File: config.mk
export PLATFORM = sky130hd
export DESIGN_NAME = dttr_router
export DESIGN_NICKNAME = d
export VERILOG_FILES = /design/src/verilog/dttr_edge_sync.v /design/src/verilog/dttr_router.v
export VERILOG_INCLUDE_DIRS = /design/src /design/src/common
export SDC_FILE = /design/constraint.sdc
export NUM_CORES = 1
export LEC_CHECK = 0
export BUFFER_PORTS_ARGS = -buffer_cell sky130_fd_sc_hd__buf_4
export CAP_MARGIN = 20
export CORE_AREA = 2 2 76 78
export CTS_CLUSTER_DIAMETER = 50
export DETAILED_ROUTE_END_ITERATION = 16
export DIE_AREA = 0 0 78 80
export GPL_TIMING_DRIVEN = 0
export PLACE_DENSITY = 0.88
export SETUP_SLACK_MARGIN = 0.05
export SYNTH_ARGS = -nofsm -noshare
export SYNTH_HDL_FRONTEND = slang
export SYNTH_HIERARCHICAL = 1
export SYNTH_SLANG_ARGS = --single-unit
File: constraint.sdc
create_clock -name sys_clk_i -period 1.9 [get_ports sys_clk_i]
set_input_delay 0.19 -clock sys_clk_i [delete_from_list [all_inputs] [get_ports sys_clk_i]]
set_output_delay 0.19 -clock sys_clk_i [all_outputs]
set_load 0.005 [all_outputs]
File: src/common/dttr_defines.vh
// Constants for the trigger and timing router: selector codes and reset values.
// Assumes inclusion by bare name from the design files.
`ifndef DTTR_DEFINES_VH
`define DTTR_DEFINES_VH

// Analog trigger conditions
`define DTTR_ACOND_BELOW_LOW   3'h0
`define DTTR_ACOND_ABOVE_HIGH  3'h1
`define DTTR_ACOND_INSIDE      3'h2
`define DTTR_ACOND_HIGH_HYST   3'h3
`define DTTR_ACOND_LOW_HYST    3'h4
// Offset-binary level codes
`define DTTR_LEVEL_ZERO        8'h80
`define DTTR_LEVEL_TOP         8'hff
`define DTTR_LEVEL_BOTTOM      8'h01
// Timebase sources
`define DTTR_TB_INTERNAL       2'h0
`define DTTR_TB_EXTERNAL       2'h1
`define DTTR_TB_SYNCBUS        2'h2
// Trigger sources (converter and output paths)
`define DTTR_TRIG_SOFTWARE     2'h0
`define DTTR_TRIG_DIGITAL      2'h1
`define DTTR_TRIG_ANALOG       2'h2
`define DTTR_TRIG_SYNCBUS      2'h3
// Scan start, conversion and update strobe sources
`define DTTR_STRB_INTERNAL     2'h0
`define DTTR_STRB_AUX          2'h1
`define DTTR_STRB_SYNCBUS      2'h2
// Reset values: every selector on its internal source
`define DTTR_RST_ACOND         3'h0
`define DTTR_RST_SEL           2'h0
// Timing
`define DTTR_CLK_PERIOD_NS     25
`define DTTR_MIN_PULSE_NS      20

`endif

File: src/verilog/dttr_edge_sync.v
// Two-flop synchroniser with edge detector, one pulse per selected edge.
// Assumes an asynchronous level input and the single system clock.
`timescale 1ns/10ps
module dttr_edge_sync (
	input  wire sys_clk_i,
	input  wire rst_b_i,
	input  wire async_i,
	input  wire falling_i,
	output reg  level_o,
	output reg  pulse_o
);
	reg meta_reg;
	reg prev_reg;

	// First flop feeds only the second; edge logic sees settled copies only
	always @(posedge sys_clk_i) begin
		if (!rst_b_i) begin
			meta_reg <= 1'b0;
			level_o  <= 1'b0;
			prev_reg <= 1'b0;
			pulse_o  <= 1'b0;
		end else begin
			meta_reg <= async_i;
			level_o  <= meta_reg;
			prev_reg <= level_o;
			pulse_o  <= falling_i ? (prev_reg & ~level_o) : (~prev_reg & level_o);
		end
	end
endmodule

File: src/verilog/dttr_router.v
// Trigger and timing-signal router: analog trigger conditions, digital trigger
// edges and source multiplexers for timebase, triggers, scan and strobes.
// Assumes sys_clk_i is the master timebase chosen outside from tb_sel_o,
// comparator results arrive as level codes, and all pins are asynchronous.
// Limitation: a pin level must last about one timebase period to be seen; shorter
// pulses may be lost, the price of a plain two-flop synchroniser with no pulse catcher.
// Summary of operation
// Level codes are offset binary: 0x80 zero, 0xff top, 0x01 bottom.
// Five analog trigger conditions built from lower and upper thresholds.
// Below-low fires while input is under the lower threshold.
// Above-high fires while input exceeds the upper threshold.
// Inside-region fires while input lies between both thresholds.
// Software must program upper threshold above lower for windowed conditions.
// High-hysteresis fires rising above upper; lower threshold governs re-arm.
// Low-hysteresis fires falling below lower; upper threshold governs re-arm.
// Digital triggers fire on selected edge, separate converter and output inputs.
// External pulses and strobes last at least 20 ns.
// Timebase selected from internal, external or sync-bus source.
// External timebase stays between 1 MHz and 40 MHz.
// Converter trigger from digital, analog, software or sync-bus source.
// Scan start from internal counter, aux input zero or sync bus.
// Selected scan start stays synchronous to the master timebase.
// Conversion strobe from counter, aux zero or bus; one per rising edge.
// Output trigger from digital, analog, software or sync-bus source.
// Update strobe from counter, aux one or bus; one per rising edge.
// Reset returns every selection to its internal source.
// Aux-zero conversion ignores scan counter, scan start and trigger settings.
// Trigger echo outputs follow the selected source of each path.
// External inputs are synchronised and delivered as one-cycle pulses.
// A hysteresis trigger re-fires only after crossing the opposite threshold.
`timescale 1ns/10ps
`include "dttr_defines.vh"
module dttr_router #(
	parameter LEVEL_W = 8
) (
	input  wire               sys_clk_i,
	input  wire               rst_b_i,
	// Analog trigger
	input  wire [LEVEL_W-1:0] trig_level_code_i,
	input  wire [LEVEL_W-1:0] low_threshold_i,
	input  wire [LEVEL_W-1:0] high_threshold_i,
	input  wire [2:0]         analog_cond_i,
	// Digital trigger pins and polarity
	input  wire               adc_digital_trig_in_i,
	input  wire               dac_digital_trig_in_i,
	input  wire               adc_trig_falling_i,
	input  wire               dac_trig_falling_i,
	// Auxiliary inputs and sync bus
	input  wire               aux_input_zero_i,
	input  wire               aux_input_one_i,
	input  wire               syncbus_adc_trigger_i,
	input  wire               syncbus_dac_trigger_i,
	input  wire               syncbus_scan_begin_i,
	input  wire               syncbus_convert_strobe_i,
	input  wire               syncbus_dac_update_i,
	// Internal sources on the same clock
	input  wire               sw_adc_trig_i,
	input  wire               sw_dac_trig_i,
	input  wire               scan_count_start_i,
	input  wire               conv_count_strobe_i,
	input  wire               update_count_strobe_i,
	// Selections
	input  wire [1:0]         tb_sel_i,
	input  wire [1:0]         adc_trig_sel_i,
	input  wire [1:0]         dac_trig_sel_i,
	input  wire [1:0]         scan_sel_i,
	input  wire [1:0]         conv_sel_i,
	input  wire [1:0]         update_sel_i,
	input  wire               sel_load_i,
	// Results
	output reg  [1:0]         tb_sel_o,
	output reg                analog_trig_o,
	output reg                adc_trigger_o,
	output reg                dac_trigger_o,
	output reg                adc_trigger_echo_o,
	output reg                dac_trigger_echo_o,
	output reg                scan_start_o,
	output reg                convert_strobe_o,
	output reg                dac_update_strobe_o,
	output reg                aux_conv_mode_o
);
	localparam N_IN = 7;

	// Slots of the synchroniser bank, so the multiplexers name what they pick
	localparam PIN_ADC_DTRIG = 0;
	localparam PIN_DAC_DTRIG = 1;
	localparam PIN_AUX_ZERO  = 2;
	localparam PIN_AUX_ONE   = 3;
	localparam PIN_BUS_ADC   = 4;
	localparam PIN_BUS_DAC   = 5;
	localparam PIN_BUS_SCAN  = 6;

	// Held selections
	reg [1:0] adc_sel_reg;
	reg [1:0] dac_sel_reg;
	reg [1:0] scan_sel_reg;
	reg [1:0] conv_sel_reg;
	reg [1:0] upd_sel_reg;
	reg [2:0] cond_reg;
	reg       armed_reg;
	reg       acond_reg;

	wire [N_IN-1:0] pin_raw;
	wire [N_IN-1:0] pin_fall;
	wire [N_IN-1:0] pin_lvl;
	wire [N_IN-1:0] pin_pulse;

	// Pin order: 0 adc dtrig, 1 dac dtrig, 2 aux0, 3 aux1, 4 bus adc trig,
	// 5 bus dac trig, 6 bus scan begin; bus strobes get their own synchronisers below
	assign pin_raw  = {syncbus_scan_begin_i, syncbus_dac_trigger_i, syncbus_adc_trigger_i,
		aux_input_one_i, aux_input_zero_i, dac_digital_trig_in_i, adc_digital_trig_in_i};
	assign pin_fall = {5'h00, dac_trig_falling_i, adc_trig_falling_i};

	// Every external input passes two flops, then an edge detector
	genvar gi;
	generate
		for (gi = 0; gi < N_IN; gi = gi + 1) begin : g_pin
			dttr_edge_sync u_sync (
				.sys_clk_i (sys_clk_i),
				.rst_b_i   (rst_b_i),
				.async_i   (pin_raw[gi]),
				.falling_i (pin_fall[gi]),
				.level_o   (pin_lvl[gi]),
				.pulse_o   (pin_pulse[gi])
			);
		end
	endgenerate

	wire bus_conv_lvl;
	wire bus_conv_pulse;
	wire bus_upd_lvl;
	wire bus_upd_pulse;

	// Sync-bus strobes are edge-sensitive too, rising only
	dttr_edge_sync u_bus_conv (
		.sys_clk_i (sys_clk_i),
		.rst_b_i   (rst_b_i),
		.async_i   (syncbus_convert_strobe_i),
		.falling_i (1'b0),
		.level_o   (bus_conv_lvl),
		.pulse_o   (bus_conv_pulse)
	);

	dttr_edge_sync u_bus_upd (
		.sys_clk_i (sys_clk_i),
		.rst_b_i   (rst_b_i),
		.async_i   (syncbus_dac_update_i),
		.falling_i (1'b0),
		.level_o   (bus_upd_lvl),
		.pulse_o   (bus_upd_pulse)
	);

	// Selections load on request; reset puts all back on internal sources
	always @(posedge sys_clk_i) begin
		if (!rst_b_i) begin
			tb_sel_o     <= `DTTR_RST_SEL;
			adc_sel_reg  <= `DTTR_RST_SEL;
			dac_sel_reg  <= `DTTR_RST_SEL;
			scan_sel_reg <= `DTTR_RST_SEL;
			conv_sel_reg <= `DTTR_RST_SEL;
			upd_sel_reg  <= `DTTR_RST_SEL;
			cond_reg     <= `DTTR_RST_ACOND;
		end else if (sel_load_i) begin
			// Unused timebase code falls back to the internal oscillator
			tb_sel_o     <= (tb_sel_i == 2'h3) ? `DTTR_TB_INTERNAL : tb_sel_i;
			adc_sel_reg  <= adc_trig_sel_i;
			dac_sel_reg  <= dac_trig_sel_i;
			scan_sel_reg <= scan_sel_i;
			conv_sel_reg <= conv_sel_i;
			upd_sel_reg  <= update_sel_i;
			cond_reg     <= analog_cond_i;
		end
	end

	// Offset-binary codes compare as plain unsigned numbers, 0x80 at zero
	wire below_low  = trig_level_code_i < low_threshold_i;
	wire above_high = trig_level_code_i > high_threshold_i;

	// Analog condition evaluation
	reg acond_next;
	reg armed_next;
	always @* begin
		acond_next = 1'b0;
		armed_next = armed_reg;
		case (cond_reg)
			`DTTR_ACOND_BELOW_LOW:  acond_next = below_low;
			`DTTR_ACOND_ABOVE_HIGH: acond_next = above_high;
			`DTTR_ACOND_INSIDE:     acond_next = !below_low && !above_high;
			`DTTR_ACOND_HIGH_HYST: begin
				// Fire above upper, re-arm only once back under lower
				if (armed_reg && above_high) begin
					acond_next = 1'b1;
					armed_next = 1'b0;
				end else if (below_low) begin
					armed_next = 1'b1;
				end
			end
			`DTTR_ACOND_LOW_HYST: begin
				// Fire under lower, re-arm only once back over upper
				if (armed_reg && below_low) begin
					acond_next = 1'b1;
					armed_next = 1'b0;
				end else if (above_high) begin
					armed_next = 1'b1;
				end
			end
			default: acond_next = 1'b0;
		endcase
	end

	// Analog trigger delivered as a rising-edge pulse of the condition
	always @(posedge sys_clk_i) begin
		if (!rst_b_i) begin
			acond_reg     <= 1'b0;
			armed_reg     <= 1'b1;
			analog_trig_o <= 1'b0;
		end else begin
			acond_reg     <= acond_next;
			armed_reg     <= armed_next;
			analog_trig_o <= acond_next & ~acond_reg;
		end
	end

	// Converter trigger source; trigger and echo share this one pick
	reg adc_trig_next;
	always @* begin
		case (adc_sel_reg)
			`DTTR_TRIG_SOFTWARE: adc_trig_next = sw_adc_trig_i;
			`DTTR_TRIG_DIGITAL:  adc_trig_next = pin_pulse[PIN_ADC_DTRIG];
			`DTTR_TRIG_ANALOG:   adc_trig_next = analog_trig_o;
			default:             adc_trig_next = pin_pulse[PIN_BUS_ADC];
		endcase
	end

	// Output-path trigger source; both paths share the one analog trigger
	reg dac_trig_next;
	always @* begin
		case (dac_sel_reg)
			`DTTR_TRIG_SOFTWARE: dac_trig_next = sw_dac_trig_i;
			`DTTR_TRIG_DIGITAL:  dac_trig_next = pin_pulse[PIN_DAC_DTRIG];
			`DTTR_TRIG_ANALOG:   dac_trig_next = analog_trig_o;
			default:             dac_trig_next = pin_pulse[PIN_BUS_DAC];
		endcase
	end

	// Aux zero as conversion strobe overrides scan timing and the converter trigger
	wire aux_conv = (conv_sel_reg == `DTTR_STRB_AUX);

	// Scan start source; aux zero here wants a pulse over one timebase period
	reg scan_next;
	always @* begin
		case (scan_sel_reg)
			`DTTR_STRB_INTERNAL: scan_next = scan_count_start_i;
			`DTTR_STRB_AUX:      scan_next = pin_pulse[PIN_AUX_ZERO];
			`DTTR_STRB_SYNCBUS:  scan_next = pin_pulse[PIN_BUS_SCAN];
			default:             scan_next = scan_count_start_i;
		endcase
	end

	// Conversion strobe source; one pulse per rising edge of aux zero or bus
	reg conv_next;
	always @* begin
		case (conv_sel_reg)
			`DTTR_STRB_INTERNAL: conv_next = conv_count_strobe_i;
			`DTTR_STRB_AUX:      conv_next = pin_pulse[PIN_AUX_ZERO];
			`DTTR_STRB_SYNCBUS:  conv_next = bus_conv_pulse;
			default:             conv_next = conv_count_strobe_i;
		endcase
	end

	// Update strobe source; one pulse per rising edge of aux one or bus
	reg upd_next;
	always @* begin
		case (upd_sel_reg)
			`DTTR_STRB_INTERNAL: upd_next = update_count_strobe_i;
			`DTTR_STRB_AUX:      upd_next = pin_pulse[PIN_AUX_ONE];
			`DTTR_STRB_SYNCBUS:  upd_next = bus_upd_pulse;
			default:             upd_next = update_count_strobe_i;
		endcase
	end

	// Registered outputs; all timebase-synchronous, pin and analog sources as single pulses, internal sources passed on as driven
	always @(posedge sys_clk_i) begin
		if (!rst_b_i) begin
			adc_trigger_o       <= 1'b0;
			dac_trigger_o       <= 1'b0;
			adc_trigger_echo_o  <= 1'b0;
			dac_trigger_echo_o  <= 1'b0;
			scan_start_o        <= 1'b0;
			convert_strobe_o    <= 1'b0;
			dac_update_strobe_o <= 1'b0;
			aux_conv_mode_o     <= 1'b0;
		end else begin
			// In aux conversion mode the converter trigger and scan start are masked
			adc_trigger_o       <= adc_trig_next & ~aux_conv;
			dac_trigger_o       <= dac_trig_next;
			adc_trigger_echo_o  <= adc_trig_next;
			dac_trigger_echo_o  <= dac_trig_next;
			scan_start_o        <= scan_next & ~aux_conv;
			convert_strobe_o    <= conv_next;
			dac_update_strobe_o <= upd_next;
			aux_conv_mode_o     <= aux_conv;
		end
	end
endmodule

==> out/results.txt, run 1 <==
Register area share after synthesis: 0.452
Number of synthesized flops with an enable pin: 0
Clock latency on the worst-skew pair: 0.32 ns
Largest area contributor in the netlist: dfxtp_1
Post-layout nets: 426
Post-CTS resize count: 0
Die area: 6240 um2
Final Skew: 0.00634 ns
Slew headroom: 0.582
Worst setup path class: in2reg
CTS Hold Bufs: 0
Maxcap violations: 0
Ratio of total power to cell area: 807 nW/um2
Area share of the largest cell type after synthesis: 0.452
Routed length on met3: 248 um
Cell family with most CP delay: compound AO/OA/AOI/OAI gates
Pwr Total: 2850 uW
Min Tclk post-route: 1.63 ns
Cell Chain, Critical Path: buf_4 > ha_1 > nand4_1 > o31ai_2 > nand4_1 > a221o_1 > a211oi_2
Worst setup EP type: register
Routed length on met2: 2580 um
Slowest stage delay, CP: 0.42 ns
GRT Util Overall: 0.184
Register bit total from synthesis: 61
CTS tree: done
Worst-Margin Slew: 0.627 ns
Area growth, synth to finish: 30.7%
Vias in the first global route: 2,093
# fillers: 477
Via count: 2,046
Initial Utilization: 0.499
First-pass GRT wire length: 8930 um
Clock-pin slew of the registers on the worst-case setup and hold paths: 0.06 ns
Die Height: 80 um
Core ar.: 5410 um2
Port bufs: 67
Avg Inst Size Synth: 10.5 um2
Max Freq: 613 MHz
RSZ-0062 raised after global routing: false
Leak Pwr: 0.00165 uW
Row cnt: 27
Hold WC Path Type: in2reg
Finished Cell Area: 3530 um2
Top cell by count, worst path: nand4_1
Synth Flop Type: dfxtp_1
Final setup vio count: 0
Met1 WL: 2270 um
Antenna violations before repair: 0
DRT antenna net count: 0
Share of cells above drive strength 1: 0.327
Chip Width: 78 um
Post-synth cell types: 41
Largest net degree at the start of global routing: 52
Cells after Synth: 256
Maximum VDD drop: 0.608 mV
Worst Path Buf+Inv: 1
TNS Setup: 0 ns
CTS sink count: 61
Clk root buf: clkbuf_8
H-tree levels: 3
Initial DRC Count: 111
Routed WL: 5160 um
Async set or reset register ratio after synthesis: 0
DRT Pass-1 Iters: 4
Final Hold Violating Endpoints: 0
Slowest CP cell: o31ai_2
Setup repair bufs after CTS: 0
Status: complete, no violations
Top post-synthesis cells by area: dfxtp_1, ha_1, and2_2, mux2i_1, nand4bb_1
Crit path arrival time: 1.87 ns
WL per Instance: 12.3 um
Syn. warnings: 6
DR top layer: met4
Post-DP HPWL: 3840 um
Cell area after synthesis: 2700 um2
Clk buf depth: 2
GRT overflow: 0
CTS buffer count: 9
Maximum fanout along the worst path: 5
DP Area: 3340 um2
Max-slew violations: 0
Period utilization: 0.858
Io pins: 69
Worst hold slack: 0.0793 ns
Ant. Diodes: 0
CP Data Required Time: 2.14 ns
CP startpoint kind: primary input
Vias per cell: 4.86
Gpl congestion: 0.740
DR DRC count: 0
==> synth_stat cells, types with 3 or more instances <==
| cell | n |
|---|---|
| and2_2 | 27 |
| nand4bb_1 | 9 |
| ha_1 | 21 |
| nand2_1 | 16 |
| nor2b_1 | 15 |
| a22oi_1 | 3 |
| and2_1 | 6 |
| mux2i_1 | 13 |
| nand4_1 | 4 |
| dfxtp_1 | 61 |
| clkbuf_1 | 3 |
| a21oi_1 | 7 |
| o21ai_0 | 5 |
| inv_1 | 24 |
| nor2_1 | 3 |
| nand4b_1 | 9 |
==> final cells by class <==
type | count | area (um2) | area share
plain buffers | 5 | 22.5 | 0.00639
clock buffers | 11 | 151 | 0.0429
clock inverters | 2 | 35.0 | 0.00993
inverters | 24 | 90.1 | 0.0255
multi-input cells | 179 | 1410 | 0.401
flip-flops and latches | 61 | 1220 | 0.346
well taps | 72 | 90.1 | 0.0255
repair buffers | 67 | 503 | 0.143
==> per-layer routing <==
metal / vias up / GRT usage
met5: - / 0
met4: 0 / 0.0877
met3: 6 / 0.0509
met2: 46 / 0.322
met1: 948 / 0.208
li1: 1046 / -
==> power breakdown <==
part           leakage, uW  total, uW  internal, uW  switching, uW
sequential        0.000502       1380          1340           37.0
clock            0.0000971       1090           653            438
combinational      0.00105        374           221            153
==> cells in the final DEF, fill, tap and decap left out, types with 2 or more instances in the layout <==
| cell type | n |
|---|---|
| mux2i_1 | 13 |
| nor2_1 | 3 |
| nand3b_1 | 2 |
| nand2_1 | 16 |
| conb_1 | 14 |
| a21oi_1 | 7 |
| dfxtp_1 | 61 |
| o21a_1 | 2 |
| nor2b_1 | 15 |
| nand4bb_1 | 9 |
| inv_1 | 24 |
| and2_1 | 6 |
| nand4b_1 | 9 |
| a211o_1 | 2 |
| and2_2 | 27 |
| o21ai_0 | 5 |
| a22oi_1 | 3 |
| ha_1 | 21 |
| clkbuf_8 | 11 |
| nand4_1 | 4 |
| nor3b_1 | 2 |
| buf_4 | 68 |
| mux4_2 | 2 |
| clkbuf_1 | 3 |
==> logic make-up after synthesis <==
family | count (synthesis) | synth area share
simple gates | 97 | 0.251
flops | 61 | 0.452
compound gates | 32 | 0.0909
buf+inv | 29 | 0.0417
fa+ha+maj | 21 | 0.0974
mux | 15 | 0.0649
other cells | 1 | 0.00139
==> per-stage QoR <==
step | utilization | instances | worst slack, ns
final | 0.653 | 421 | 0.270
after global routing | 0.653 | 421 | 0.122
after CTS | 0.653 | 421 | 0.272
after detailed placement | 0.618 | 408 | -0.0355
after global placement | 0.618 | 408 | -0.0211
after floorplan | - | 269 | 0.208
==> path summary, 6_finish.rpt <==
check / from / endpoint / slack [ns] / cells after the start
max: trig_level_code_i[7] / analog_trig_o$_SDFF_PN0_ / 0.27 / 7
min: dac_digital_trig_in_i / g_pin[1].u_sync/meta_reg$_SDFF_PN0_ / 0.08 / 2
min reg2reg: acond_reg$_SDFF_PN0_ / analog_trig_o$_SDFF_PN0_ / 0.40 / 1
max reg2reg: cond_reg[0]$_SDFFE_PN0P_ / analog_trig_o$_SDFF_PN0_ / 0.65 / 3
(Power assumes the default switching activity.)
==> inputs of run 2 (changes only) <==
--- a/config.mk
+++ b/config.mk
@@ -8,14 +8,13 @@
 export LEC_CHECK = 0
 export BUFFER_PORTS_ARGS = -buffer_cell sky130_fd_sc_hd__buf_4
 export CAP_MARGIN = 20
-export CORE_AREA = 2 2 76 78
+export CORE_AREA = 2 2 74 76
 export CTS_CLUSTER_DIAMETER = 50
 export DETAILED_ROUTE_END_ITERATION = 16
-export DIE_AREA = 0 0 78 80
+export DIE_AREA = 0 0 76 78
 export GPL_TIMING_DRIVEN = 0
-export PLACE_DENSITY = 0.88
+export PLACE_DENSITY = 0.89
 export SETUP_SLACK_MARGIN = 0.05
 export SYNTH_ARGS = -nofsm -noshare
 export SYNTH_HDL_FRONTEND = slang
-export SYNTH_HIERARCHICAL = 1
 export SYNTH_SLANG_ARGS = --single-unit
==> run 2 against run 1 <==
Largest cell class is now flip-flops and latches. Cell count shrank 5.2%. Highest routed layer unchanged. Critical endpoint is now armed_reg$_SDFFE_PN1P_. Worst setup slack gained 0.22 ns. Total power is 2.4% higher. Largest power group unchanged.
==> out/results.txt, run 2 <==
Status: complete, no violations (unchanged)
Max Freq: 710 MHz (was 613 MHz)
Chip Width: 76 um (was 78 um)
Clock-pin slew of the registers on the worst-case setup and hold paths: 0.06 ns (about the same)
Syn_nets: 325
Routed WL: 4890 um (was 5160 um)
Synth Flop Type: dfxtp_1 (unchanged)
TNS Setup: 0 ns (unchanged)
Maximum fanout along the worst path: 4 (was 5)
Setup repair bufs after CTS: 0 (unchanged)
Io pins: 69 (unchanged)
CTS sink count: 61 (unchanged)
Die area: 5930 um2 (was 6240 um2)
Post-CTS resize count: 0 (unchanged)
Maximum VDD drop: 0.576 mV (was 0.608 mV)
CTS Hold Bufs: 0 (unchanged)
GRT Util Overall: 0.176 (was 0.184)
Cells after Synth: 246 (was 256)
Most numerous cell in the Yosys netlist: dfxtp_1 (unchanged)
GRT overflow: 0 (unchanged)
RSZ-0062 raised after global routing: false (unchanged)
Ratio of total power to cell area: 862 nW/um2 (was 807 nW/um2)
# fillers: 402 (was 477)
Register bit total from synthesis: 61 (unchanged)
Final setup vio count: 0 (unchanged)
Cell area after synthesis: 2580 um2 (was 2700 um2)
Gpl congestion: 0.784 (was 0.740)
Min Tclk post-route: 1.41 ns (was 1.63 ns)
Slew headroom: 0.705 (was 0.582)
Number of synthesized flops with an enable pin: 0 (unchanged)
Worst-Margin Slew: 0.443 ns (was 0.627 ns)
Avg Inst Size Synth: 10.5 um2 (about the same)
Largest area contributor in the netlist: dfxtp_1 (unchanged)
Worst setup path class: in2reg (unchanged)
Via count: 1,907 (was 2,046)
CP startpoint kind: primary input (unchanged)
Post-synth cell types: 45 (was 41)
Die Height: 78 um (was 80 um)
Vias in the first global route: 1,923 (was 2,093)
Initial Utilization: 0.511 (was 0.499)
Area share of the largest cell type after synthesis: 0.474 (was 0.452)
Post-DP HPWL: 3600 um (was 3840 um)
Clk buf depth: 2 (unchanged)
Max-slew violations: 0 (unchanged)
Port bufs: 67 (unchanged)
Vias per cell: 4.78 (was 4.86)
Syn. warnings: 0 (was 6)
Most frequent cells in the layout: buf_4, dfxtp_1, and2_1, inv_1 (was buf_4, dfxtp_1, and2_2, inv_1, ha_1)
Final Hold Violating Endpoints: 0 (unchanged)
CTS buffer count: 9 (unchanged)
DR DRC count: 0 (unchanged)
Post-synth top cells: dfxtp_1, and2_1, inv_1, ha_1, nor2b_1 (was dfxtp_1, and2_2, inv_1, ha_1, nand2_1)
Antenna violations before repair: 0 (unchanged)
Core ar.: 5040 um2 (was 5410 um2)
Worst hold slack: 0.0765 ns (was 0.0793 ns)
Ant. Diodes: 0 (unchanged)
CP Data Required Time: 2.15 ns (was 2.14 ns)
Clk root buf: clkbuf_8 (unchanged)
Row cnt: 26 (was 27)
Top post-synthesis cells by area: dfxtp_1, ha_1, and2_1, nor2b_1, mux2i_1 (was dfxtp_1, ha_1, and2_2, mux2i_1, nand4bb_1)
Maxcap violations: 0 (unchanged)
Share of cells above drive strength 1: 0.301 (was 0.327)
Largest net degree at the start of global routing: 11 (was 52)
Worst setup EP type: register (unchanged)
Hold WC Path Type: in2reg (unchanged)
First-pass GRT wire length: 8360 um (was 8930 um)
Area growth, synth to finish: 31.1% (was 30.7%)
Final Skew: 0.00844 ns (was 0.00634 ns)
Register area share after synthesis: 0.474 (was 0.452)
Clock latency on the worst-skew pair: 0.32 ns (about the same)
DRT Pass-1 Iters: 4 (unchanged)
DRT antenna net count: 0 (unchanged)
Crit path arrival time: 1.66 ns (was 1.87 ns)
Commonest non-fill, non-tap cell in the layout: buf_4 (unchanged)
Async set or reset register ratio after synthesis: 0 (unchanged)
CTS tree: done (unchanged)
WL per Instance: 12.3 um (about the same)
Period utilization: 0.742 (was 0.858)
H-tree levels: 3 (unchanged)
Post-layout nets: 403 (was 426)
Leak Pwr: 0.00160 uW (was 0.00165 uW)
Initial DRC Count: 53 (was 111)
## run 2: cell count changes in the layout (fill, tap and decap cells not counted), sizes merged, moves of 3 or more
cell     before  now
clkbuf       14   17
and2         33   36
nor2          3    7
nor2b        15   21
nand4bb       9    0
nand4b        9    1
a21oi         7    3
nand2        16    8
conb         14    0
## run 2: logic make-up after synthesis
kind of cell    share of synthesized area
simple gates                        0.200
buf+inv                            0.0534
compound gates                      0.103
mux                                0.0679
flops                               0.474
fa+ha+maj                           0.102
## run 2: cell type report
class / count / area (um2) / area share
Clock inverter: 4 / 45.0 / 0.0133
Sequential cell: 61 / 1220 / 0.361
Timing Repair Buffer: 67 / 503 / 0.149
Clock buffer: 12 / 165 / 0.0489
Inverter: 26 / 97.6 / 0.0289
Multi-Input combinational cell: 151 / 1220 / 0.361
Tap cell: 70 / 87.6 / 0.0259
Buffer: 8 / 40.0 / 0.0118
## run 2: path summary, 6_finish.rpt
kind | from | depth (start not counted) | slack [ns] | to
hold / removal | aux_input_zero_i | 2 | 0.08 | g_pin[2].u_sync.meta_reg$_SDFF_PN0_
setup / recovery | trig_level_code_i[7] | 7 | 0.49 | armed_reg$_SDFFE_PN1P_
hold reg to reg | g_pin[6].u_sync.prev_reg$_SDFF_PN0_ | 1 | 0.38 | g_pin[6].u_sync.pulse_o$_SDFF_PN0_
setup reg to reg | cond_reg[2]$_SDFFE_PN0P_ | 4 | 0.72 | armed_reg$_SDFFE_PN1P_
## run 2: metrics by stage
| step | utilization | cells | total power [uW] | cell area (um2) | setup WS, ns |
|---|---|---|---|---|---|
| finish | 0.670 | 399 | 2910 | 3380 | 0.491 |
| global placement | 0.629 | 383 | 1750 | 3170 | 0.194 |
| floorplan | - | 246 | 1600 | 2580 | 0.348 |
| global route | 0.670 | 399 | 3030 | 3380 | 0.431 |
| detailed placement | 0.629 | 383 | 1770 | 3170 | 0.156 |
| CTS | 0.670 | 399 | 2930 | 3380 | 0.499 |
## run 2: per-layer routing
metal	wire [um]	global-route usage	vias to the layer above	share of wire
met5	0	0	-	0
met4	42	0.0545	0	0.0086
met3	311	0.0558	7	0.064
met2	2470	0.309	52	0.51
met1	2070	0.206	877	0.42
li1	-	-	971	-
## run 2: where the power goes
part	leakage, uW	internal (uW)	switching (uW)
combinational	0.000989	214	149
clock	0.000112	706	467
sequential	0.000502	1340	34.3
total	0.00160	2260	651
## run 2: worst max-delay path, cell delays in order
cell	delay, ns
buf_4	0.11
ha_1	0.33
nand4_2	0.13
o31ai_4	0.37
nor3_1	0.08
a221o_1	0.37
o211ai_2	0.07
==> inputs of run 3 (changes only) <==
--- a/config.mk
+++ b/config.mk
@@ -8,12 +8,12 @@
 export LEC_CHECK = 0
 export BUFFER_PORTS_ARGS = -buffer_cell sky130_fd_sc_hd__buf_4
 export CAP_MARGIN = 20
-export CORE_AREA = 2 2 74 76
+export CORE_AREA = 2 2 78 80
 export CTS_CLUSTER_DIAMETER = 50
 export DETAILED_ROUTE_END_ITERATION = 16
-export DIE_AREA = 0 0 76 78
+export DIE_AREA = 0 0 80 82
 export GPL_TIMING_DRIVEN = 0
-export PLACE_DENSITY = 0.89
+export PLACE_DENSITY = 0.85
 export SETUP_SLACK_MARGIN = 0.05
 export SYNTH_ARGS = -nofsm -noshare
 export SYNTH_HDL_FRONTEND = slang
==> constraint.sdc (replaced) <==
create_clock -name sys_clk_i -period 1.25 [get_ports sys_clk_i]
set_input_delay 0.125 -clock sys_clk_i [delete_from_list [all_inputs] [get_ports sys_clk_i]]
set_output_delay 0.125 -clock sys_clk_i [all_outputs]
set_load 0.005 [all_outputs]
==> run 3 against run 2 <==
The flow now finishes with violations (setup timing). Via count rose by 2.0%. Sequential power rose by 51%. Core utilization fell by 1.5 points. Hold slack got worse by 0.036 ns. Wire length rose by 2.7%. Die area rose by 11%. Total power rose by 54%. First-iteration DRC count fell by 49%. Count of clock-buffer cells in the layout did not move. Non-clock buffer count rose by 11. Global-route usage fell by 0.69 points. Sequential share of layout area fell by 3.7 points. Critical path type unchanged. Critical endpoint is now analog_trig_o$_SDFF_PN0_. Largest cell class is now multi-input gates.
==> out/results.txt, run 3 (same netlist as run 2, synthesis figures left out) <==
Worst hold slack: 0.0403 ns (was 0.0765 ns)
Maximum VDD drop: 0.871 mV (was 0.576 mV)
Worst Path Buf+Inv: 1 (unchanged)
Io pins: 69 (unchanged)
Status: finished, violations left (was complete, no violations)
Slowest stage delay, CP: 0.30 ns (was 0.37 ns)
Vias per cell: 4.69 (was 4.78)
Failing checks: setup timing
Clock latency on the worst-skew pair: 0.34 ns (was 0.32 ns)
Ant. Diodes: 0 (unchanged)
Final worst setup slack: -0.00657 ns (was 0.491 ns)
DRT antenna net count: 0 (unchanged)
DRT Pass-1 Iters: 5 (was 4)
Clock-pin slew of the registers on the worst-case setup and hold paths: 0.07 ns (was 0.06 ns)
GRT overflow: 0 (unchanged)
Initial Utilization: 0.449 (was 0.511)
Share of cells above drive strength 1: 0.397 (was 0.301)
Cell family with most CP delay: compound AO/OA/AOI/OAI gates (unchanged)
Chip Width: 80 um (was 76 um)
Final Skew: 0.00654 ns (was 0.00844 ns)
# fillers: 453 (was 402)
Gpl congestion: 0.765 (was 0.784)
Leak Pwr: 0.00165 uW (was 0.00160 uW)
Largest net degree at the start of global routing: 11 (unchanged)
DR DRC count: 0 (unchanged)
WL per Instance: 12.1 um (was 12.3 um)
Cell Chain, Critical Path: buf_6 > ha_4 > nor2b_4 > o21ai_2 > a21boi_2 > o31a_1 > nand4b_1 > a31oi_1 (was buf_4 > ha_1 > nand4_2 > o31ai_4 > nor3_1 > a221o_1 > o211ai_2)
Post-DP HPWL: 3720 um (was 3600 um)
Maxcap violations: 0 (unchanged)
Slew headroom: 0.733 (was 0.705)
Via count: 1,945 (was 1,907)
CTS sink count: 61 (unchanged)
Die Height: 82 um (was 78 um)
Final setup vio count: 2 (was 0)
Commonest non-fill, non-tap cell in the layout: dfxtp_1 (was buf_4)
Worst setup EP type: register (unchanged)
Die area: 6560 um2 (was 5930 um2)
GRT Util Overall: 0.169 (was 0.176)
Final Hold Violating Endpoints: 0 (unchanged)
Crit path arrival time: 1.51 ns (was 1.66 ns)
First-pass GRT wire length: 8290 um (was 8360 um)
Antenna violations before repair: 0 (unchanged)
Fin util: 0.656 (was 0.670)
H-tree levels: 3 (unchanged)
Post-Place Setup Slack: -0.441 ns (was 0.156 ns)
Initial DRC Count: 27 (was 53)
Ratio of total power to cell area: 1190 nW/um2 (was 862 nW/um2)
Slowest CP cell: o31a_1 (was o31ai_4)
Clk buf depth: 2 (unchanged)
CTS buffer count: 9 (unchanged)
Footprint of the multi-input gates: 1430 um2 (was 1220 um2)
Post-layout nets: 414 (was 403)
Min Tclk post-route: 1.26 ns
Placed Cells: 388 (was 383)
Row cnt: 28 (was 26)
FF/Latch Area: 1220 um2 (about the same)
Hold WC Path Type: in2reg (unchanged)
Pwr Total: 4470 uW (was 2910 uW)
Area growth, synth to finish: 46.1% (was 31.1%)
Final Non-Filler Cells: 415 (was 399)
RSZ-0062 raised after global routing: true (was false)
Worst-Margin Slew: 0.400 ns (was 0.443 ns)
Period utilization: 1.01
Vias in the first global route: 1,903 (was 1,923)
CTS tree: done (unchanged)
Core ar.: 5750 um2 (was 5040 um2)
Routed WL: 5020 um (was 4890 um)
Port bufs: 67 (unchanged)
CP Data Required Time: 1.51 ns (was 2.15 ns)
Clk root buf: clkbuf_8 (unchanged)
Worst setup path class: in2reg (unchanged)
Most frequent cells in the layout: dfxtp_1, buf_4, and2_1, nor2b_1, ha_4 (was buf_4, dfxtp_1, and2_1, inv_1)
Max-slew violations: 0 (unchanged)
CP startpoint kind: primary input (unchanged)
Max Freq: 796 MHz
Maximum fanout along the worst path: 4 (unchanged)
-- run 3: cell types whose count changed in the layout (fill, tap and decap cells not counted), sizes merged --
cell	previous run	this run
inv	26	25
dlygate4sd3	0	9
buf	70	72
clkinvlp	0	1
-- run 3: final timing paths --
| path | start | end | slack (ns) | cells after the start |
|---|---|---|---|---|
| hold / removal | scan_sel_i[0] | scan_sel_reg[0]$_SDFFE_PN0P_ | 0.04 | 3 |
| hold reg to reg | u_bus_upd.prev_reg$_SDFF_PN0_ | u_bus_upd.pulse_o$_SDFF_PN0_ | 0.38 | 1 |
| setup / recovery | trig_level_code_i[1] | analog_trig_o$_SDFF_PN0_ | -0.007 | 8 |
| setup reg to reg | cond_reg[0]$_SDFFE_PN0P_ | analog_trig_o$_SDFF_PN0_ | 0.05 | 4 |
-- run 3: layer usage --
metal / track usage / up-vias / share of wire
met5: 0 / - / 0
li1: - / 991 / -
met3: 0.0714 / 17 / 0.060
met4: 0.0797 / 0 / 0.028
met1: 0.190 / 881 / 0.44
met2: 0.279 / 56 / 0.47
-- run 3: area by class of cell --
| cell class | instances | area share |
|---|---|---|
| well taps | 75 | 0.0249 |
| flip-flops and latches | 61 | 0.325 |
| repair buffers | 78 | 0.175 |
| clock inverters | 4 | 0.0126 |
| inverters | 26 | 0.0325 |
| multi-input cells | 151 | 0.381 |
| clock buffers | 12 | 0.0385 |
| plain buffers | 8 | 0.0106 |
-- run 3: where the power goes --
group          internal [uW]  leakage [uW]  total [uW]  switching (uW)
clock                    968     0.0000964        1680             711
combinational            426       0.00105         703             277
sequential              2040      0.000502        2090            51.9
total                   3430       0.00165        4470            1040
-- run 3: worst min-delay path, delay by kind of cell --
kind	cells	cell delay [ns]
mux	1	0.05
simple gates	1	0.09
buf+inv	1	0.08
-- run 3: what timing repair did --
item / 4_1_cts / 5_1_grt
gates resized for setup: 26 / 12
hold endpoints to repair: 9 / 0
hold buffers: 9 / 0
buffers inserted: 1 / 1
pin swaps: 16 / 9
gates cloned: 0 / 0
endpoints found under the setup margin: 3 / 4
-- run 3: per-stage QoR --
| stage | area (um2) | setup TNS, ns |
|---|---|---|
| final | 3770 | -0.0125 |
| after global routing | 3770 | -0.150 |
| after CTS | 3720 | -0.00838 |
| after detailed placement | 3310 | -1.30 |
| after global placement | 3310 | -1.17 |
| after floorplan | 2720 | -0.473 |
